--- src/core/tape_vendor_pkg.sv ---
`default_nettype none
package tape_vendor_pkg;
  localparam int unsigned PARAM_BYTES = 5;
  localparam logic [2:0] OFS_XFER_FLAGS = 3'h0;
  localparam logic [2:0] OFS_EURO = 3'h1;
  localparam logic [2:0] OFS_MOTION = 3'h2;
  localparam logic [2:0] OFS_RESELECT = 3'h3;
  localparam logic [2:0] OFS_GAP = 3'h4;
  localparam int unsigned BIT_CART_KIND = 7;
  localparam int unsigned BIT_STAY_CONN = 5;
  localparam int unsigned BIT_LEGACY_BUSY = 3;
  localparam int unsigned BIT_ALIGNED_DISC = 2;
  localparam int unsigned BIT_PARITY = 1;
  localparam int unsigned BIT_AUTOLOAD_INH = 0;
  localparam int unsigned BIT_EURO = 0;
  localparam logic [7:0] FLAGS_WRITE_MASK = 8'ha7;
  localparam logic [7:0] EURO_WRITE_MASK = 8'h01;
  localparam logic [7:0] FLAGS_RESET = 8'h02;
  localparam logic [7:0] EURO_RESET = 8'h00;
  localparam logic [7:0] LEVEL_RESET = 8'h80;
  localparam logic [7:0] LEVEL_MIN = 8'h20;
  localparam logic [7:0] LEVEL_MAX = 8'hd0;
  localparam logic [7:0] STAY_LEVEL_MIN = 8'ha0;
  localparam logic [7:0] STAY_LEVEL_MAX = 8'hc0;
  localparam logic [7:0] GAP_RESET = 8'h07;
  localparam logic [7:0] GAP_MAX = 8'h07;
  localparam logic [7:0] PAGE_NON_PAGE = 8'h00;
  // Byte limits
  localparam logic [23:0] MAX_BLOCK_FREE = 24'h03c000;
  localparam logic [23:0] MAX_XFER_STAY = 24'h028000;
  // Buffer amounts in 4 KByte units, 4 KByte is 2^12
  localparam int unsigned UNIT_SHIFT = 12;
  localparam int unsigned BUF_UNITS_W = 9;
  localparam logic [8:0] BUF_CAPACITY = 9'h100;
  localparam logic [1:0] GAP_TRACKS_DEFAULT = 2'h1;
  typedef enum logic [1:0] {OP_IDLE, OP_SELECT, OP_SENSE} op_t;
endpackage
`default_nettype wire

--- src/core/mode_link_if.sv ---
`default_nettype none
interface mode_link_if;
  import tape_vendor_pkg::*;
  logic req_valid;
  logic req_ready;
  op_t req_op;
  logic [7:0] page_code;
  logic [7:0] wr_data;
  logic wr_valid;
  logic wr_ready;
  logic [7:0] rd_data;
  logic rd_valid;
  logic rd_ready;
  logic op_done;
  modport device (input req_valid, req_op, page_code, wr_data, wr_valid,
    rd_ready, output req_ready, wr_ready, rd_data, rd_valid, op_done);
  modport initiator (output req_valid, req_op, page_code, wr_data,
    wr_valid, rd_ready, input req_ready, wr_ready, rd_data, rd_valid,
    op_done);
endinterface
`default_nettype wire

--- src/core/byte_fifo.sv ---
`default_nettype none
module byte_fifo #(
  parameter int unsigned WIDTH = 8,
  parameter int unsigned DEPTH = 8
) (
  input wire logic core_clk_i,
  input wire logic rst_b_i,
  input wire logic in_valid_i,
  output logic in_ready_o,
  input wire logic [WIDTH-1:0] in_data_i,
  output logic out_valid_o,
  input wire logic out_ready_i,
  output logic [WIDTH-1:0] out_data_o
);
  localparam int unsigned AW = (DEPTH > 1) ? $clog2(DEPTH) : 1;
  logic [WIDTH-1:0] mem [DEPTH];
  logic [AW-1:0] wr_ptr;
  logic [AW-1:0] rd_ptr;
  logic [AW:0] count;
  wire push = in_valid_i && in_ready_o;
  wire pop = out_valid_o && out_ready_i;
  assign in_ready_o = (count != (AW+1)'(DEPTH));
  assign out_valid_o = (count != '0);
  assign out_data_o = mem[rd_ptr];
  function automatic logic [AW-1:0] bump(input logic [AW-1:0] p);
    bump = (p == AW'(DEPTH - 1)) ? '0 : p + AW'(1);
  endfunction
  always_ff @(posedge core_clk_i)
  begin
    if (push)
    begin
      mem[wr_ptr] <= in_data_i;
    end
    if (!rst_b_i)
    begin
      wr_ptr <= '0;
      rd_ptr <= '0;
      count <= '0;
    end
    else
    begin
      if (push)
        wr_ptr <= bump(wr_ptr);
      if (pop)
        rd_ptr <= bump(rd_ptr);
      count <= count + (AW+1)'(push) - (AW+1)'(pop);
    end
  end
endmodule
`default_nettype wire

--- src/core/tape_vendor_mode_params.sv ---
`default_nettype none
// Summary of operation
// - Bytes apply only when page code zero
// - Cartridge kind: zero domestic, one international
// - Stay-connected flag forbids data-phase disconnect
// - Free mode block limit 240 KBytes
// - Stay mode transfer and block 160 KBytes
// - Stay write waits for enough free space
// - Stay read waits for transfer buffered, capped at 160 KBytes
// - Stay mode forces bad reselect level A0h
// - Legacy busy reads one, writes ignored
// - Aligned disconnect on two or four bytes
// - Parity checked when flag set, default one
// - Autoload threads tape unless inhibited
// - European flag overrides cartridge kind
// - Motion level 4K units, default 80h
// - Write starts tape at motion level
// - Read refills tape at motion level
// - Reselect level 4K units, default 80h
// - Write reselects when free reaches level
// - Read reselects when content reaches level
// - Empty write buffer: limited gaps then decide
// - Gap limit 00h to 07h, default 07h
// - Before stop fill track and one gap track
module tape_vendor_mode_params
  import tape_vendor_pkg::*;
#(
  parameter int unsigned FIFO_DEPTH = 8,
  parameter bit FOUR_BYTE_ALIGN = 1'b0
) (
  input wire logic core_clk_i,
  input wire logic rst_b_i,
  mode_link_if.device link,
  input wire logic write_active_i,
  input wire logic read_active_i,
  input wire logic [tape_vendor_pkg::BUF_UNITS_W-1:0] buf_fill_i,
  input wire logic [23:0] xfer_len_i,
  input wire logic [23:0] block_len_i,
  input wire logic [23:0] buf_free_bytes_i,
  input wire logic [23:0] buf_held_bytes_i,
  input wire logic [23:0] byte_count_i,
  input wire logic parity_ok_i,
  input wire logic byte_strobe_i,
  input wire logic cart_inserted_i,
  input wire logic track_end_i,
  input wire logic gap_block_done_i,
  input wire logic gap_track_done_i,
  output logic cartridge_kind_o,
  output logic european_cartridge_o,
  output logic stay_connected_o,
  output logic aligned_disconnect_o,
  output logic bus_parity_check_o,
  output logic autoload_inhibit_o,
  output logic [7:0] motion_level_o,
  output logic [7:0] reselect_level_o,
  output logic [7:0] gap_limit_o,
  output logic length_ok_o,
  output logic data_phase_go_o,
  output logic disconnect_ok_o,
  output logic parity_error_o,
  output logic thread_tape_o,
  output logic tape_motion_o,
  output logic reselect_o,
  output logic write_gap_o,
  output logic tape_stopped_o
);
  import tape_vendor_pkg::*;
  typedef enum logic [2:0] {W_IDLE, W_DATA, W_GAPS, W_FILL, W_TRACKS}
    wr_state_t;
  logic [7:0] flags;
  logic [7:0] euro;
  logic [7:0] motion;
  logic [7:0] reselect;
  logic [7:0] gap_limit;
  logic [2:0] index;
  logic active;
  op_t op;
  logic [7:0] gap_count;
  logic [1:0] track_count;
  logic cart_seen;
  logic [7:0] rd_byte;
  wr_state_t wr_state;
  wire logic [7:0] q_data;
  wire logic q_valid;
  wire logic q_ready;

  function automatic logic [7:0] clamp_level(input logic [7:0] v);
    clamp_level = (v < LEVEL_MIN) ? LEVEL_MIN :
      (v > LEVEL_MAX) ? LEVEL_MAX : v;
  endfunction

  byte_fifo #(.WIDTH(8), .DEPTH(FIFO_DEPTH)) u_fifo (
    .core_clk_i(core_clk_i),
    .rst_b_i(rst_b_i),
    .in_valid_i(link.wr_valid),
    .in_ready_o(link.wr_ready),
    .in_data_i(link.wr_data),
    .out_valid_o(q_valid),
    .out_ready_i(q_ready),
    .out_data_o(q_data)
  );

  wire logic last_index = (index == OFS_GAP);
  wire logic start_op = link.req_valid && !active;
  assign link.req_ready = !active;
  wire logic non_page = (link.page_code == PAGE_NON_PAGE);
  wire logic sel_step = active && (op == OP_SELECT) && q_valid;
  assign q_ready = active && (op == OP_SELECT);
  wire logic sense_step = active && (op == OP_SENSE) && link.rd_ready;
  assign link.rd_valid = active && (op == OP_SENSE);
  // Sense byte is preloaded for the index served next
  wire logic [2:0] rd_index = start_op ? OFS_XFER_FLAGS : index + 3'h1;
  wire logic stay = flags[BIT_STAY_CONN];
  wire logic [7:0] lvl_stay = ((reselect < STAY_LEVEL_MIN) ||
    (reselect > STAY_LEVEL_MAX)) ? STAY_LEVEL_MIN : reselect;
  wire logic [7:0] eff_reselect = stay ? lvl_stay : reselect;
  wire logic [BUF_UNITS_W-1:0] free_units = BUF_CAPACITY - buf_fill_i;

  always_comb
  begin
    rd_byte = 8'h00;
    unique case (rd_index)
      OFS_XFER_FLAGS: rd_byte = (flags & FLAGS_WRITE_MASK) |
        (8'h01 << BIT_LEGACY_BUSY);
      OFS_EURO: rd_byte = euro & EURO_WRITE_MASK;
      OFS_MOTION: rd_byte = motion;
      OFS_RESELECT: rd_byte = eff_reselect;
      OFS_GAP: rd_byte = gap_limit;
      default: rd_byte = 8'h00;
    endcase
  end

  always_ff @(posedge core_clk_i)
  begin
    if (!rst_b_i)
    begin
      flags <= FLAGS_RESET;
      euro <= EURO_RESET;
      motion <= LEVEL_RESET;
      reselect <= LEVEL_RESET;
      gap_limit <= GAP_RESET;
      active <= 1'b0;
      op <= OP_IDLE;
      index <= '0;
      link.op_done <= 1'b0;
      link.rd_data <= 8'h00;
    end
    else
    begin
      link.op_done <= 1'b0;
      if (start_op)
      begin
        active <= non_page && (link.req_op != OP_IDLE);
        link.op_done <= !non_page || (link.req_op == OP_IDLE);
        op <= link.req_op;
        index <= OFS_XFER_FLAGS;
        link.rd_data <= rd_byte;
      end
      else if (sel_step || sense_step)
      begin
        if (sel_step)
        begin
          unique case (index)
            OFS_XFER_FLAGS: flags <= q_data & FLAGS_WRITE_MASK;
            OFS_EURO: euro <= q_data & EURO_WRITE_MASK;
            OFS_MOTION: motion <= clamp_level(q_data);
            OFS_RESELECT: reselect <= clamp_level(q_data);
            OFS_GAP: gap_limit <= (q_data > GAP_MAX) ? GAP_MAX : q_data;
            default: ;
          endcase
        end
        index <= index + 3'h1;
        if (last_index)
        begin
          active <= 1'b0;
          link.op_done <= 1'b1;
        end
      end
      if (sense_step)
        link.rd_data <= rd_byte;
    end
  end

  assign cartridge_kind_o = flags[BIT_CART_KIND] | euro[BIT_EURO];
  assign european_cartridge_o = euro[BIT_EURO];
  assign stay_connected_o = stay;
  assign aligned_disconnect_o = flags[BIT_ALIGNED_DISC];
  assign bus_parity_check_o = flags[BIT_PARITY];
  assign autoload_inhibit_o = flags[BIT_AUTOLOAD_INH];
  assign motion_level_o = motion;
  assign reselect_level_o = eff_reselect;
  assign gap_limit_o = gap_limit;
  assign length_ok_o = stay ?
    ((xfer_len_i <= MAX_XFER_STAY) && (block_len_i <= MAX_XFER_STAY)) :
    (block_len_i <= MAX_BLOCK_FREE);
  wire logic [23:0] want_rd = (xfer_len_i > MAX_XFER_STAY) ?
    MAX_XFER_STAY : xfer_len_i;
  assign data_phase_go_o = !stay ||
    (write_active_i && (buf_free_bytes_i >= xfer_len_i)) ||
    (read_active_i && (buf_held_bytes_i >= want_rd));
  wire logic align_hit = FOUR_BYTE_ALIGN ? (byte_count_i[1:0] == 2'b00) :
    !byte_count_i[0];
  assign disconnect_ok_o = !stay &&
    (!flags[BIT_ALIGNED_DISC] || align_hit);
  assign thread_tape_o = cart_seen && !flags[BIT_AUTOLOAD_INH];
  assign tape_motion_o = (wr_state != W_IDLE) ||
    (read_active_i && (buf_fill_i <= {1'b0, motion}));
  assign reselect_o = (write_active_i &&
    (free_units >= {1'b0, eff_reselect})) ||
    (read_active_i && (buf_fill_i >= {1'b0, eff_reselect}));
  assign write_gap_o = (wr_state == W_GAPS) || (wr_state == W_FILL) ||
    (wr_state == W_TRACKS);

  always_ff @(posedge core_clk_i)
  begin
    if (!rst_b_i)
    begin
      parity_error_o <= 1'b0;
      cart_seen <= 1'b0;
      wr_state <= W_IDLE;
      gap_count <= 8'h00;
      track_count <= 2'h0;
      tape_stopped_o <= 1'b1;
    end
    else
    begin
      parity_error_o <= bus_parity_check_o && byte_strobe_i &&
        !parity_ok_i;
      cart_seen <= cart_inserted_i;
      tape_stopped_o <= (wr_state == W_IDLE);
      unique case (wr_state)
        W_IDLE:
          if (write_active_i && (buf_fill_i >= {1'b0, motion}))
            wr_state <= W_DATA;
        W_DATA:
          if (buf_fill_i == '0)
          begin
            wr_state <= W_GAPS;
            gap_count <= 8'h00;
          end
        W_GAPS:
          if (buf_fill_i != '0 && gap_count >= gap_limit)
            wr_state <= W_DATA;
          else if (gap_count >= gap_limit)
            wr_state <= W_FILL;
          else if (gap_block_done_i)
            gap_count <= gap_count + 8'h01;
        W_FILL:
          if (track_end_i)
          begin
            wr_state <= W_TRACKS;
            track_count <= 2'h0;
          end
        W_TRACKS:
          if (gap_track_done_i)
          begin
            if (track_count + 2'h1 >= GAP_TRACKS_DEFAULT)
              wr_state <= W_IDLE;
            else
              track_count <= track_count + 2'h1;
          end
        default: wr_state <= W_IDLE;
      endcase
    end
  end
endmodule
`default_nettype wire

--- src/flat_wrapper.sv ---
// flat-port wrapper written by rule: the top's interface ports become plain ports
module tape_vendor_mode_params_flat import tape_vendor_pkg::*;
#(
  parameter int unsigned FIFO_DEPTH = 8,
  parameter bit FOUR_BYTE_ALIGN = 1'b0
)
  (core_clk_i, rst_b_i, write_active_i, read_active_i, buf_fill_i, xfer_len_i, block_len_i, buf_free_bytes_i, buf_held_bytes_i, byte_count_i, parity_ok_i, byte_strobe_i, cart_inserted_i, track_end_i, gap_block_done_i, gap_track_done_i, cartridge_kind_o, european_cartridge_o, stay_connected_o, aligned_disconnect_o, bus_parity_check_o, autoload_inhibit_o, motion_level_o, reselect_level_o, gap_limit_o, length_ok_o, data_phase_go_o, disconnect_ok_o, parity_error_o, thread_tape_o, tape_motion_o, reselect_o, write_gap_o, tape_stopped_o, link_req_valid, link_req_op, link_page_code, link_wr_data, link_wr_valid, link_rd_ready, link_req_ready, link_wr_ready, link_rd_data, link_rd_valid, link_op_done);
  mode_link_if link_i ();
  input wire logic core_clk_i;
  input wire logic rst_b_i;
  input wire logic write_active_i;
  input wire logic read_active_i;
  input wire logic [tape_vendor_pkg::BUF_UNITS_W-1:0] buf_fill_i;
  input wire logic [23:0] xfer_len_i;
  input wire logic [23:0] block_len_i;
  input wire logic [23:0] buf_free_bytes_i;
  input wire logic [23:0] buf_held_bytes_i;
  input wire logic [23:0] byte_count_i;
  input wire logic parity_ok_i;
  input wire logic byte_strobe_i;
  input wire logic cart_inserted_i;
  input wire logic track_end_i;
  input wire logic gap_block_done_i;
  input wire logic gap_track_done_i;
  output logic cartridge_kind_o;
  output logic european_cartridge_o;
  output logic stay_connected_o;
  output logic aligned_disconnect_o;
  output logic bus_parity_check_o;
  output logic autoload_inhibit_o;
  output logic [7:0] motion_level_o;
  output logic [7:0] reselect_level_o;
  output logic [7:0] gap_limit_o;
  output logic length_ok_o;
  output logic data_phase_go_o;
  output logic disconnect_ok_o;
  output logic parity_error_o;
  output logic thread_tape_o;
  output logic tape_motion_o;
  output logic reselect_o;
  output logic write_gap_o;
  output logic tape_stopped_o;
  input wire logic [$bits(link_i.req_valid)-1:0] link_req_valid;
  input wire logic [$bits(link_i.req_op)-1:0] link_req_op;
  input wire logic [$bits(link_i.page_code)-1:0] link_page_code;
  input wire logic [$bits(link_i.wr_data)-1:0] link_wr_data;
  input wire logic [$bits(link_i.wr_valid)-1:0] link_wr_valid;
  input wire logic [$bits(link_i.rd_ready)-1:0] link_rd_ready;
  output wire logic [$bits(link_i.req_ready)-1:0] link_req_ready;
  output wire logic [$bits(link_i.wr_ready)-1:0] link_wr_ready;
  output wire logic [$bits(link_i.rd_data)-1:0] link_rd_data;
  output wire logic [$bits(link_i.rd_valid)-1:0] link_rd_valid;
  output wire logic [$bits(link_i.op_done)-1:0] link_op_done;
  assign link_i.req_valid = link_req_valid;
  assign link_i.req_op = link_req_op;
  assign link_i.page_code = link_page_code;
  assign link_i.wr_data = link_wr_data;
  assign link_i.wr_valid = link_wr_valid;
  assign link_i.rd_ready = link_rd_ready;
  assign link_req_ready = link_i.req_ready;
  assign link_wr_ready = link_i.wr_ready;
  assign link_rd_data = link_i.rd_data;
  assign link_rd_valid = link_i.rd_valid;
  assign link_op_done = link_i.op_done;
  tape_vendor_mode_params #(.FIFO_DEPTH(FIFO_DEPTH), .FOUR_BYTE_ALIGN(FOUR_BYTE_ALIGN)) u_core (.core_clk_i(core_clk_i), .rst_b_i(rst_b_i), .link(link_i), .write_active_i(write_active_i), .read_active_i(read_active_i), .buf_fill_i(buf_fill_i), .xfer_len_i(xfer_len_i), .block_len_i(block_len_i), .buf_free_bytes_i(buf_free_bytes_i), .buf_held_bytes_i(buf_held_bytes_i), .byte_count_i(byte_count_i), .parity_ok_i(parity_ok_i), .byte_strobe_i(byte_strobe_i), .cart_inserted_i(cart_inserted_i), .track_end_i(track_end_i), .gap_block_done_i(gap_block_done_i), .gap_track_done_i(gap_track_done_i), .cartridge_kind_o(cartridge_kind_o), .european_cartridge_o(european_cartridge_o), .stay_connected_o(stay_connected_o), .aligned_disconnect_o(aligned_disconnect_o), .bus_parity_check_o(bus_parity_check_o), .autoload_inhibit_o(autoload_inhibit_o), .motion_level_o(motion_level_o), .reselect_level_o(reselect_level_o), .gap_limit_o(gap_limit_o), .length_ok_o(length_ok_o), .data_phase_go_o(data_phase_go_o), .disconnect_ok_o(disconnect_ok_o), .parity_error_o(parity_error_o), .thread_tape_o(thread_tape_o), .tape_motion_o(tape_motion_o), .reselect_o(reselect_o), .write_gap_o(write_gap_o), .tape_stopped_o(tape_stopped_o));
endmodule
--- config.mk ---
export PLATFORM = sky130hd
export DESIGN_NAME = tape_vendor_mode_params_flat
export DESIGN_NICKNAME = d
export VERILOG_FILES = /design/src/core/tape_vendor_pkg.sv /design/src/core/mode_link_if.sv /design/src/core/byte_fifo.sv /design/src/core/tape_vendor_mode_params.sv /design/src/flat_wrapper.sv
export SDC_FILE = /design/constraint.sdc
export NUM_CORES = 1
export LEC_CHECK = 0
export BUFFER_PORTS_ARGS = -buffer_cell sky130_fd_sc_hd__clkbuf_2
export CAP_MARGIN = 20
export CORE_MARGIN = 2
export CORE_UTILIZATION = 49
export DETAILED_ROUTE_END_ITERATION = 6
export GPL_TIMING_DRIVEN = 0
export PLACE_DENSITY = 0.77
export SLEW_MARGIN = 20
export SYNTH_ARGS = -nofsm -noshare
export SYNTH_HDL_FRONTEND = slang
export SYNTH_SLANG_ARGS = --single-unit
--- constraint.sdc ---
create_clock -name core_clk_i -period 3.4 [get_ports core_clk_i]
set_input_delay 0.68 -clock core_clk_i [delete_from_list [all_inputs] [get_ports core_clk_i]]
set_output_delay 0.68 -clock core_clk_i [all_outputs]
set_load 0.03 [all_outputs]
==> results of run 1 <==
## path summary, 6_finish.rpt
| check | startpoint | endpoint | slack [ps] | cells after the start |
|---|---|---|---|---|
| worst min-delay path | cart_inserted_i | u_core.cart_seen$_SDFF_PN0_ | 460 | 2 |
| worst max register to register | u_core.gap_limit_o[2]$_SDFFE_PN1P_ | u_core.gap_count[3]$_SDFFE_PN0P_ | 870 | 9 |
| worst max-delay path | xfer_len_i[7] | data_phase_go_o | -430 | 15 |
| worst min register to register | u_core.link.rd_data[0]$_SDFFE_PN0P_ | u_core.link.rd_data[0]$_SDFFE_PN0P_ | 460 | 2 |
## logic make-up (layout without fill, tap and decap cells)
logic type,after synthesis,in the layout,share of synthesized area [%]
and+or+nand+nor,319,319,18.6
muxes,28,28,6.11
other,1,6,0.0443
adders and majority gates,100,100,14.8
DFF,138,138,40.2
AOI/OAI and AO/OA,186,186,14.2
xor gates and xnor gates,9,9,0.930
buffers and inverters,103,336,5.06
## power groups by stage
| stage | clock (µW) | sequential, µW | combinational (µW) |
|---|---|---|---|
| floorplan | 0 | 1860 | 363 |
| global placement | 0 | 1860 | 566 |
| detailed placement | 0 | 1870 | 586 |
| CTS | 1790 | 1830 | 610 |
| global route | 1870 | 1840 | 707 |
| finish | 1780 | 1830 | 633 |
## metal layers
metal	global-route usage (%)	wire [µm]	up-vias
li1	-	-	3739
met1	31.8	9460	3567
met2	41.0	10800	324
met3	5.50	1880	43
met4	7.64	524	0
met5	0	0	-
## sequential cells by signal (all words and copies together) (netlist names), named ones only
signal	count
u_core.flags	5
u_core.euro	1
u_core.motion_level_o	8
u_core.active	1
u_core.gap_count	8
u_core.u_fifo.wr_ptr	3
u_core.gap_limit_o	8
u_core.op	2
u_core.u_fifo.mem	64
u_core.link.rd_data	8
u_core.track_count	2
u_core.reselect	8
u_core.link.op_done	1
u_core.wr_state	3
u_core.u_fifo.count	4
u_core.index	3
u_core.cart_seen	1
u_core.parity_error_o	1
u_core.tape_stopped_o	1
u_core.u_fifo.rd_ptr	3
## critical path, delay by kind of cell
family / cells / cell delay (ps)
simple gates: 3 / 590
buf+inv: 3 / 450
compound gates: 8 / 1170
fa+ha+maj: 1 / 240
## cells in the final DEF (no fill, tap or decap), types with 9 or more instances in the layout
cell,synthesis,layout
buf_4,3,16
mux4_2,17,17
a21oi_1,52,46
nor4_1,25,20
o21ai_0,40,33
clkbuf_2,0,180
nand2_2,1,9
dfxtp_1,74,71
o21ai_1,8,11
a21o_1,16,16
nor3_1,33,27
nand3_1,30,30
ha_4,0,9
nand4_1,15,15
edfxtp_1,64,64
clkbuf_1,15,17
clkbuf_16,0,17
nand2_1,104,94
ha_1,98,87
nor2_1,54,53
inv_1,73,72
## repair_timing
action / CTS / global route
pin swaps: 28 / 19
buffers inserted: 10 / 3
endpoints found under the setup margin: 2 / 5
gates resized for setup: 33 / 37
cloned: 1 / 0
hold endpoints to repair: 0 / 0
## final cells by class
| cell class | instances | area [µm²] | share of cell area (%) |
|---|---|---|---|
| Tap cell | 225 | 282 | 2.61 |
| Clock inverter | 11 | 124 | 1.15 |
| Clock buffer | 20 | 437 | 4.05 |
| Buffer | 29 | 163 | 1.51 |
| Multi-Input combinational cell | 648 | 5000 | 46.3 |
| Sequential cell | 138 | 3410 | 31.6 |
| Inverter | 74 | 278 | 2.57 |
| Timing Repair Buffer | 202 | 1100 | 10.2 |
## through the flow
stage	util (%)	area, µm²	total power (µW)
2_1_floorplan	-	8560	2230
3_3_place_gp	57.1	9780	2430
3_5_place_dp	57.3	9810	2450
4_1_cts	62.0	10600	4230
5_1_grt	63.0	10800	4420
6_report	63.0	10800	4240
==> metrics.md, run 1 <==
| Metric | Value |
|---|---|
| Crit Path Category | input pin to output port |
| Setup tns final | -461 ps |
| DRC | 7 |
| Synth Register Bits | 138 |
| Count leader, synth | nand2_1 |
| ANT cells | 0 |
| Routed vias/inst | 5.70 |
| Synthesized area | 0.00847 mm² |
| Syn_area_per_cell | 9.58 µm² |
| Final wirelength | 22.7 mm |
| Worst EP arrival | 3150 ps |
| Num CTS Buffers | 17 |
| Hold WS | 458 ps |
| GPL Wtd Cong | 0.888 |
| Unrepaired setup endpoints after global routing | yes |
| Part of the power in registers | 43.2% |
| Worst setup margin | -426 ps |
| Synth Flop Type | dfxtp_1 |
| H-tree depth | 4 |
| Hpwl dp | 17.1 mm |
| Status | finished with violations |
| Sw Ratio | 25.8% |
| Via Count | 7673 |
| Syn. warnings | 0 |
| Worst Tran Pin Value | 822 ps |
| Chip width | 136 µm |
| Minimum clock period | 3830 ps |
| Comb pwr share | 14.9% |
| Hold Vio Cnt, Final | 0 |
| Placement Rows | 48 |
| Global route total overflow | 0 |
| Placed cells | 1302 |
| Filler cell count | 1391 |
| Number of port buffers | 187 |
| Failing checks | design-rule violations, negative setup slack |
| First-pass GRT wire length | 35.1 mm |
| Worst Path Max Fanout | 6 |
| Req. time, crit path | 2720 ps |
| Sw Pwr | 1100 µW |
| Placement Setup Slack | -795 ps |
| Clk network pwr share | 41.9% |
| Async S/R FF share, synth | 0% |
| Leak pwr | 0.00458 µW |
| Layout Cells excl Fill | 1347 |
| Layout cells sized above 1 | 29.9% |
| Worst Clk Skew | 10.4 ps |
| Syn-to-layout area delta | 27.3% |
| Crit path top cell by count | o21ai_2 |
| Core Box Area | 0.0171 mm² |
| Power Density | 393 mW/mm² |
| Chip height | 136 µm |
| Number of global-route vias before repair | 7135 |
| Slew headroom | 45.0% |
| First drt pass iteration count | 7 |
| Critical path startpoint category | input pin |
| CTS Root Cell | clkbuf_16 |
| Endpoint class of the critical path | output port |
| Tcrit/Tclk final | 113% |
| Post-synthesis cell count | 884 |
| Die area | 0.0184 mm² |
| Clk_lat worst skew | 430 ps |
| EDFF count, synth | 64 |
| Pint | 3150 µW |
| Clock Tree Buf Depth | 2 |
| Max IR drop VDD | 0.000654 V |
| DRT iter0 DRCs | 610 |
| CP max stage cell | nor4_1 |
| CTS tree | done |
| Final slew viol count | 0 |
| Library cells used by synthesis | 72 |
| Fmax | 261 MHz |
| Tot GR Track Use | 24.5% |
| Largest cells by area after synthesis | edfxtp_1 (23%), dfxtp_1 (17%), ha_1 (14%) |
| Nets | 1369 |
| Most frequent cells after synthesis | nand2_1 (104), ha_1 (98), dfxtp_1 (74) |
| DR WL/cell | 16.8 µm |
| Hold Crit Class | input pin to register |
| Max-Cap Viols | 0 |
| Slowest stage delay, CP | 290 ps |
| Cts hold-fix bufs | 0 |
| Critical-path cell list | clkbuf_2 -> nor4_1 -> and4_1 -> o21ai_2 -> a21oi_4 -> buf_8 -> nand2_4 -> ha_4 -> a21oi_4 -> o21ai_2 -> a221oi_2 -> o211ai_1 -> a21oi_1 -> o21ai_2 -> clkbuf_8 |
| Yosys top cell area share | 22.7% |
| Largest net degree at the start of global routing | 17 |
| # setup viols final | 2 |
| Clk pin slew, worst setup/hold paths | 60 ps |
| Starting Density | 49.5% |
| TritonCTS Sinks | 138 |
| Num ports | 211 |
| Area leader, netlist | edfxtp_1 |
| ANT nets after route | 0 |
| Initial antenna violation count | 0 |
| Sequential element share of the synthesized area | 40.2% |
(Power assumes the default switching activity.)
==> run 2, diff against run 1 <==
--- a/config.mk
+++ b/config.mk
@@ -11,6 +11,7 @@
 export CORE_UTILIZATION = 49
 export DETAILED_ROUTE_END_ITERATION = 6
 export GPL_TIMING_DRIVEN = 0
+export MAX_ROUTING_LAYER = met4
 export PLACE_DENSITY = 0.77
 export SLEW_MARGIN = 20
 export SYNTH_ARGS = -nofsm -noshare
==> metrics.md, run 2 (synthesized netlist as in run 1, its figures left out) <==
| Metric | Value |
|---|---|
| Endpoint class of the critical path | output port |
| FF-to-FF path depth | 9 (unchanged) |
| Crit Path Category | input pin to output port |
| ANT cells | 0 (unchanged) |
| Hold Crit Class | input pin to register |
| Layout cells sized above 1 | 29.9% (unchanged) |
| Most flops, register | u_core.u_fifo.mem |
| Hold endpoint | u_core.cart_seen$_SDFF_PN0_ |
| Leak pwr | 0.00458 µW (unchanged) |
| Nets | 1369 (unchanged) |
| CTS Root Cell | clkbuf_16 |
| Layer with the highest usage | met2 |
| Worst Clk Skew | 10.6 ps (+0.235 ps) |
| Placed cells | 1302 (unchanged) |
| Via Count | 7693 (+0.26%) |
| Slew headroom | 44.4% (-0.55 points) |
| Num ports | 211 (unchanged) |
| Power Density | 393 mW/mm² (about the same) |
| Status | finished with violations |
| Starting Density | 49.5% (unchanged) |
| First-pass GRT wire length | 35.1 mm (about the same) |
| GPL Wtd Cong | 0.903 (+1.7%) |
| Most common cell after layout, fill and taps aside | clkbuf_2 |
| Tcrit/Tclk final | 112% (about the same) |
| Unrepaired setup endpoints after global routing | yes |
| Req. time, crit path | 2720 ps (about the same) |
| Die area | 0.0184 mm² (unchanged) |
| Met3 GRT Util | 5.84% (+0.34 points) |
| Number of port buffers | 187 (unchanged) |
| Chip height | 136 µm (unchanged) |
| Tot GR Track Use | 25.2% (+0.68 points) |
| Routed vias/inst | 5.71 (+0.26%) |
| Clock Tree Buf Depth | 2 (unchanged) |
| Fmax | 261 MHz (about the same) |
| Clk pin slew, worst setup/hold paths | 60 ps (about the same) |
| Max-Cap Viols | 0 (unchanged) |
| Worst EP arrival | 3140 ps (about the same) |
| Final wirelength | 22.7 mm (about the same) |
| Global route total overflow | 0 (unchanged) |
| ANT nets after route | 0 (unchanged) |
| Syn-to-layout area delta | 27.3% (unchanged) |
| DRT iter0 DRCs | 606 (-0.66%) |
| DRC | 17 (+10) |
| CTS tree | done |
| Chip width | 136 µm (unchanged) |
| Setup tns final | -470 ps (-8.27 ps) |
| Layout Cells excl Fill | 1347 (unchanged) |
| Worst Tran Pin Value | 830 ps (+8.28 ps) |
| Met2 usage | 41.0% (unchanged) |
| Largest net degree at the start of global routing | 17 (unchanged) |
| Max IR drop VDD | 0.000654 V (about the same) |
| Core Box Area | 0.0171 mm² (unchanged) |
| Placement Rows | 48 (unchanged) |
| Hpwl dp | 17.1 mm (unchanged) |
| Clk_lat worst skew | 420 ps (about the same) |
| Origin of the critical flop-to-flop path | u_core.gap_limit_o[2]$_SDFFE_PN1P_ |
| Hold path cells | 2 (unchanged) |
| Worst Path Max Fanout | 6 (unchanged) |
| First drt pass iteration count | 7 (unchanged) |
| Flop2flop setup slack | 890 ps (+20 ps) |
| H-tree depth | 4 (unchanged) |
| Minimum clock period | 3820 ps (-1.35 ps) |
| Worst setup margin | -424 ps (+1.35 ps) |
| Reg-to-Reg End | u_core.gap_count[3]$_SDFFE_PN0P_ |
| Met1 Use GR | 31.8% (unchanged) |
| Critical path startpoint category | input pin |
| Initial antenna violation count | 0 (unchanged) |
| Filler cell count | 1391 (unchanged) |
| TritonCTS Sinks | 138 (unchanged) |
| Cts hold-fix bufs | 0 (unchanged) |
| Hold Vio Cnt, Final | 0 (unchanged) |
| Failing checks | design-rule violations, negative setup slack |
| # setup viols final | 2 (unchanged) |
| Hold Crit Start | cart_inserted_i |
| Num CTS Buffers | 17 (unchanged) |
| Largest register FFs | 64 (unchanged) |
| Number of global-route vias before repair | 7137 (+0.028%) |
| Final slew viol count | 0 (unchanged) |
| DR WL/cell | 16.8 µm (about the same) |
| Most frequent cells in the layout | clkbuf_2 (180), nand2_1 (94), ha_1 (87) |
[run 2: through the flow]
| stage | setup slack [ps] | util (%) | power, µW | area [µm²] | hold slack, ps |
|---|---|---|---|---|---|
| final | -424 | 63.0 | 4240 | 10800 | 458 |
| after CTS | -462 | 62.0 | 4230 | 10600 | 455 |
| after global routing | -573 | 63.0 | 4420 | 10800 | 449 |
| after floorplan | -19.7 | - | 2230 | 8560 | 445 |
| after global placement | -715 | 57.1 | 2430 | 9780 | 439 |
| after detailed placement | -795 | 57.3 | 2450 | 9810 | 448 |
[run 2: per-layer routing]
metal  part of all wire [%]  vias to the layer above
li1                       -                     3735
met1                     42                     3583
met2                     48                      328
met3                    8.2                       47
met4                    2.1                        0
met5                      0                        -
[run 2: final cells by class]
cell class	instances	area, µm²	share of cell area (%)
inverter	74	278	2.57
buffer	29	163	1.51
clock inverter	11	124	1.15
multi-input combinational	648	5000	46.3
sequential	138	3410	31.6
timing repair buffer	202	1100	10.2
clock buffer	20	437	4.05
tap	225	282	2.61
[run 2: what timing repair did]
action,in CTS,in global routing
pin swaps,28,19
gates resized for setup,33,37
endpoints found under the setup margin,2,5
buffers inserted,10,3
gates cloned,1,0
[run 2: critical path: stages]
cell and delay, ps:
clkbuf_2 110, nor4_1 290, and4_1 250, o21ai_2 80, a21oi_4 270, buf_8 170, nand2_4 50, ha_4 240
a21oi_4 120, o21ai_2 90, a221oi_2 250, o211ai_1 130, a21oi_1 160, o21ai_2 70, clkbuf_8 170
[run 2: worst max-delay path by stage]
| stage | depth (start not counted) | start | endpoint |
|---|---|---|---|
| floorplan | 13 | xfer_len_i[6] | data_phase_go_o |
| global placement | 15 | xfer_len_i[6] | data_phase_go_o |
| detailed placement | 15 | xfer_len_i[6] | data_phase_go_o |
| CTS | 15 | xfer_len_i[0] | data_phase_go_o |
| global route | 14 | xfer_len_i[7] | data_phase_go_o |
| finish | 15 | xfer_len_i[7] | data_phase_go_o |
[run 2: power by group]
group / switching [µW] / total [µW] / internal [µW]
sequential: 33.9 / 1830 / 1800
combinational: 358 / 632 / 275
clock: 705 / 1780 / 1070
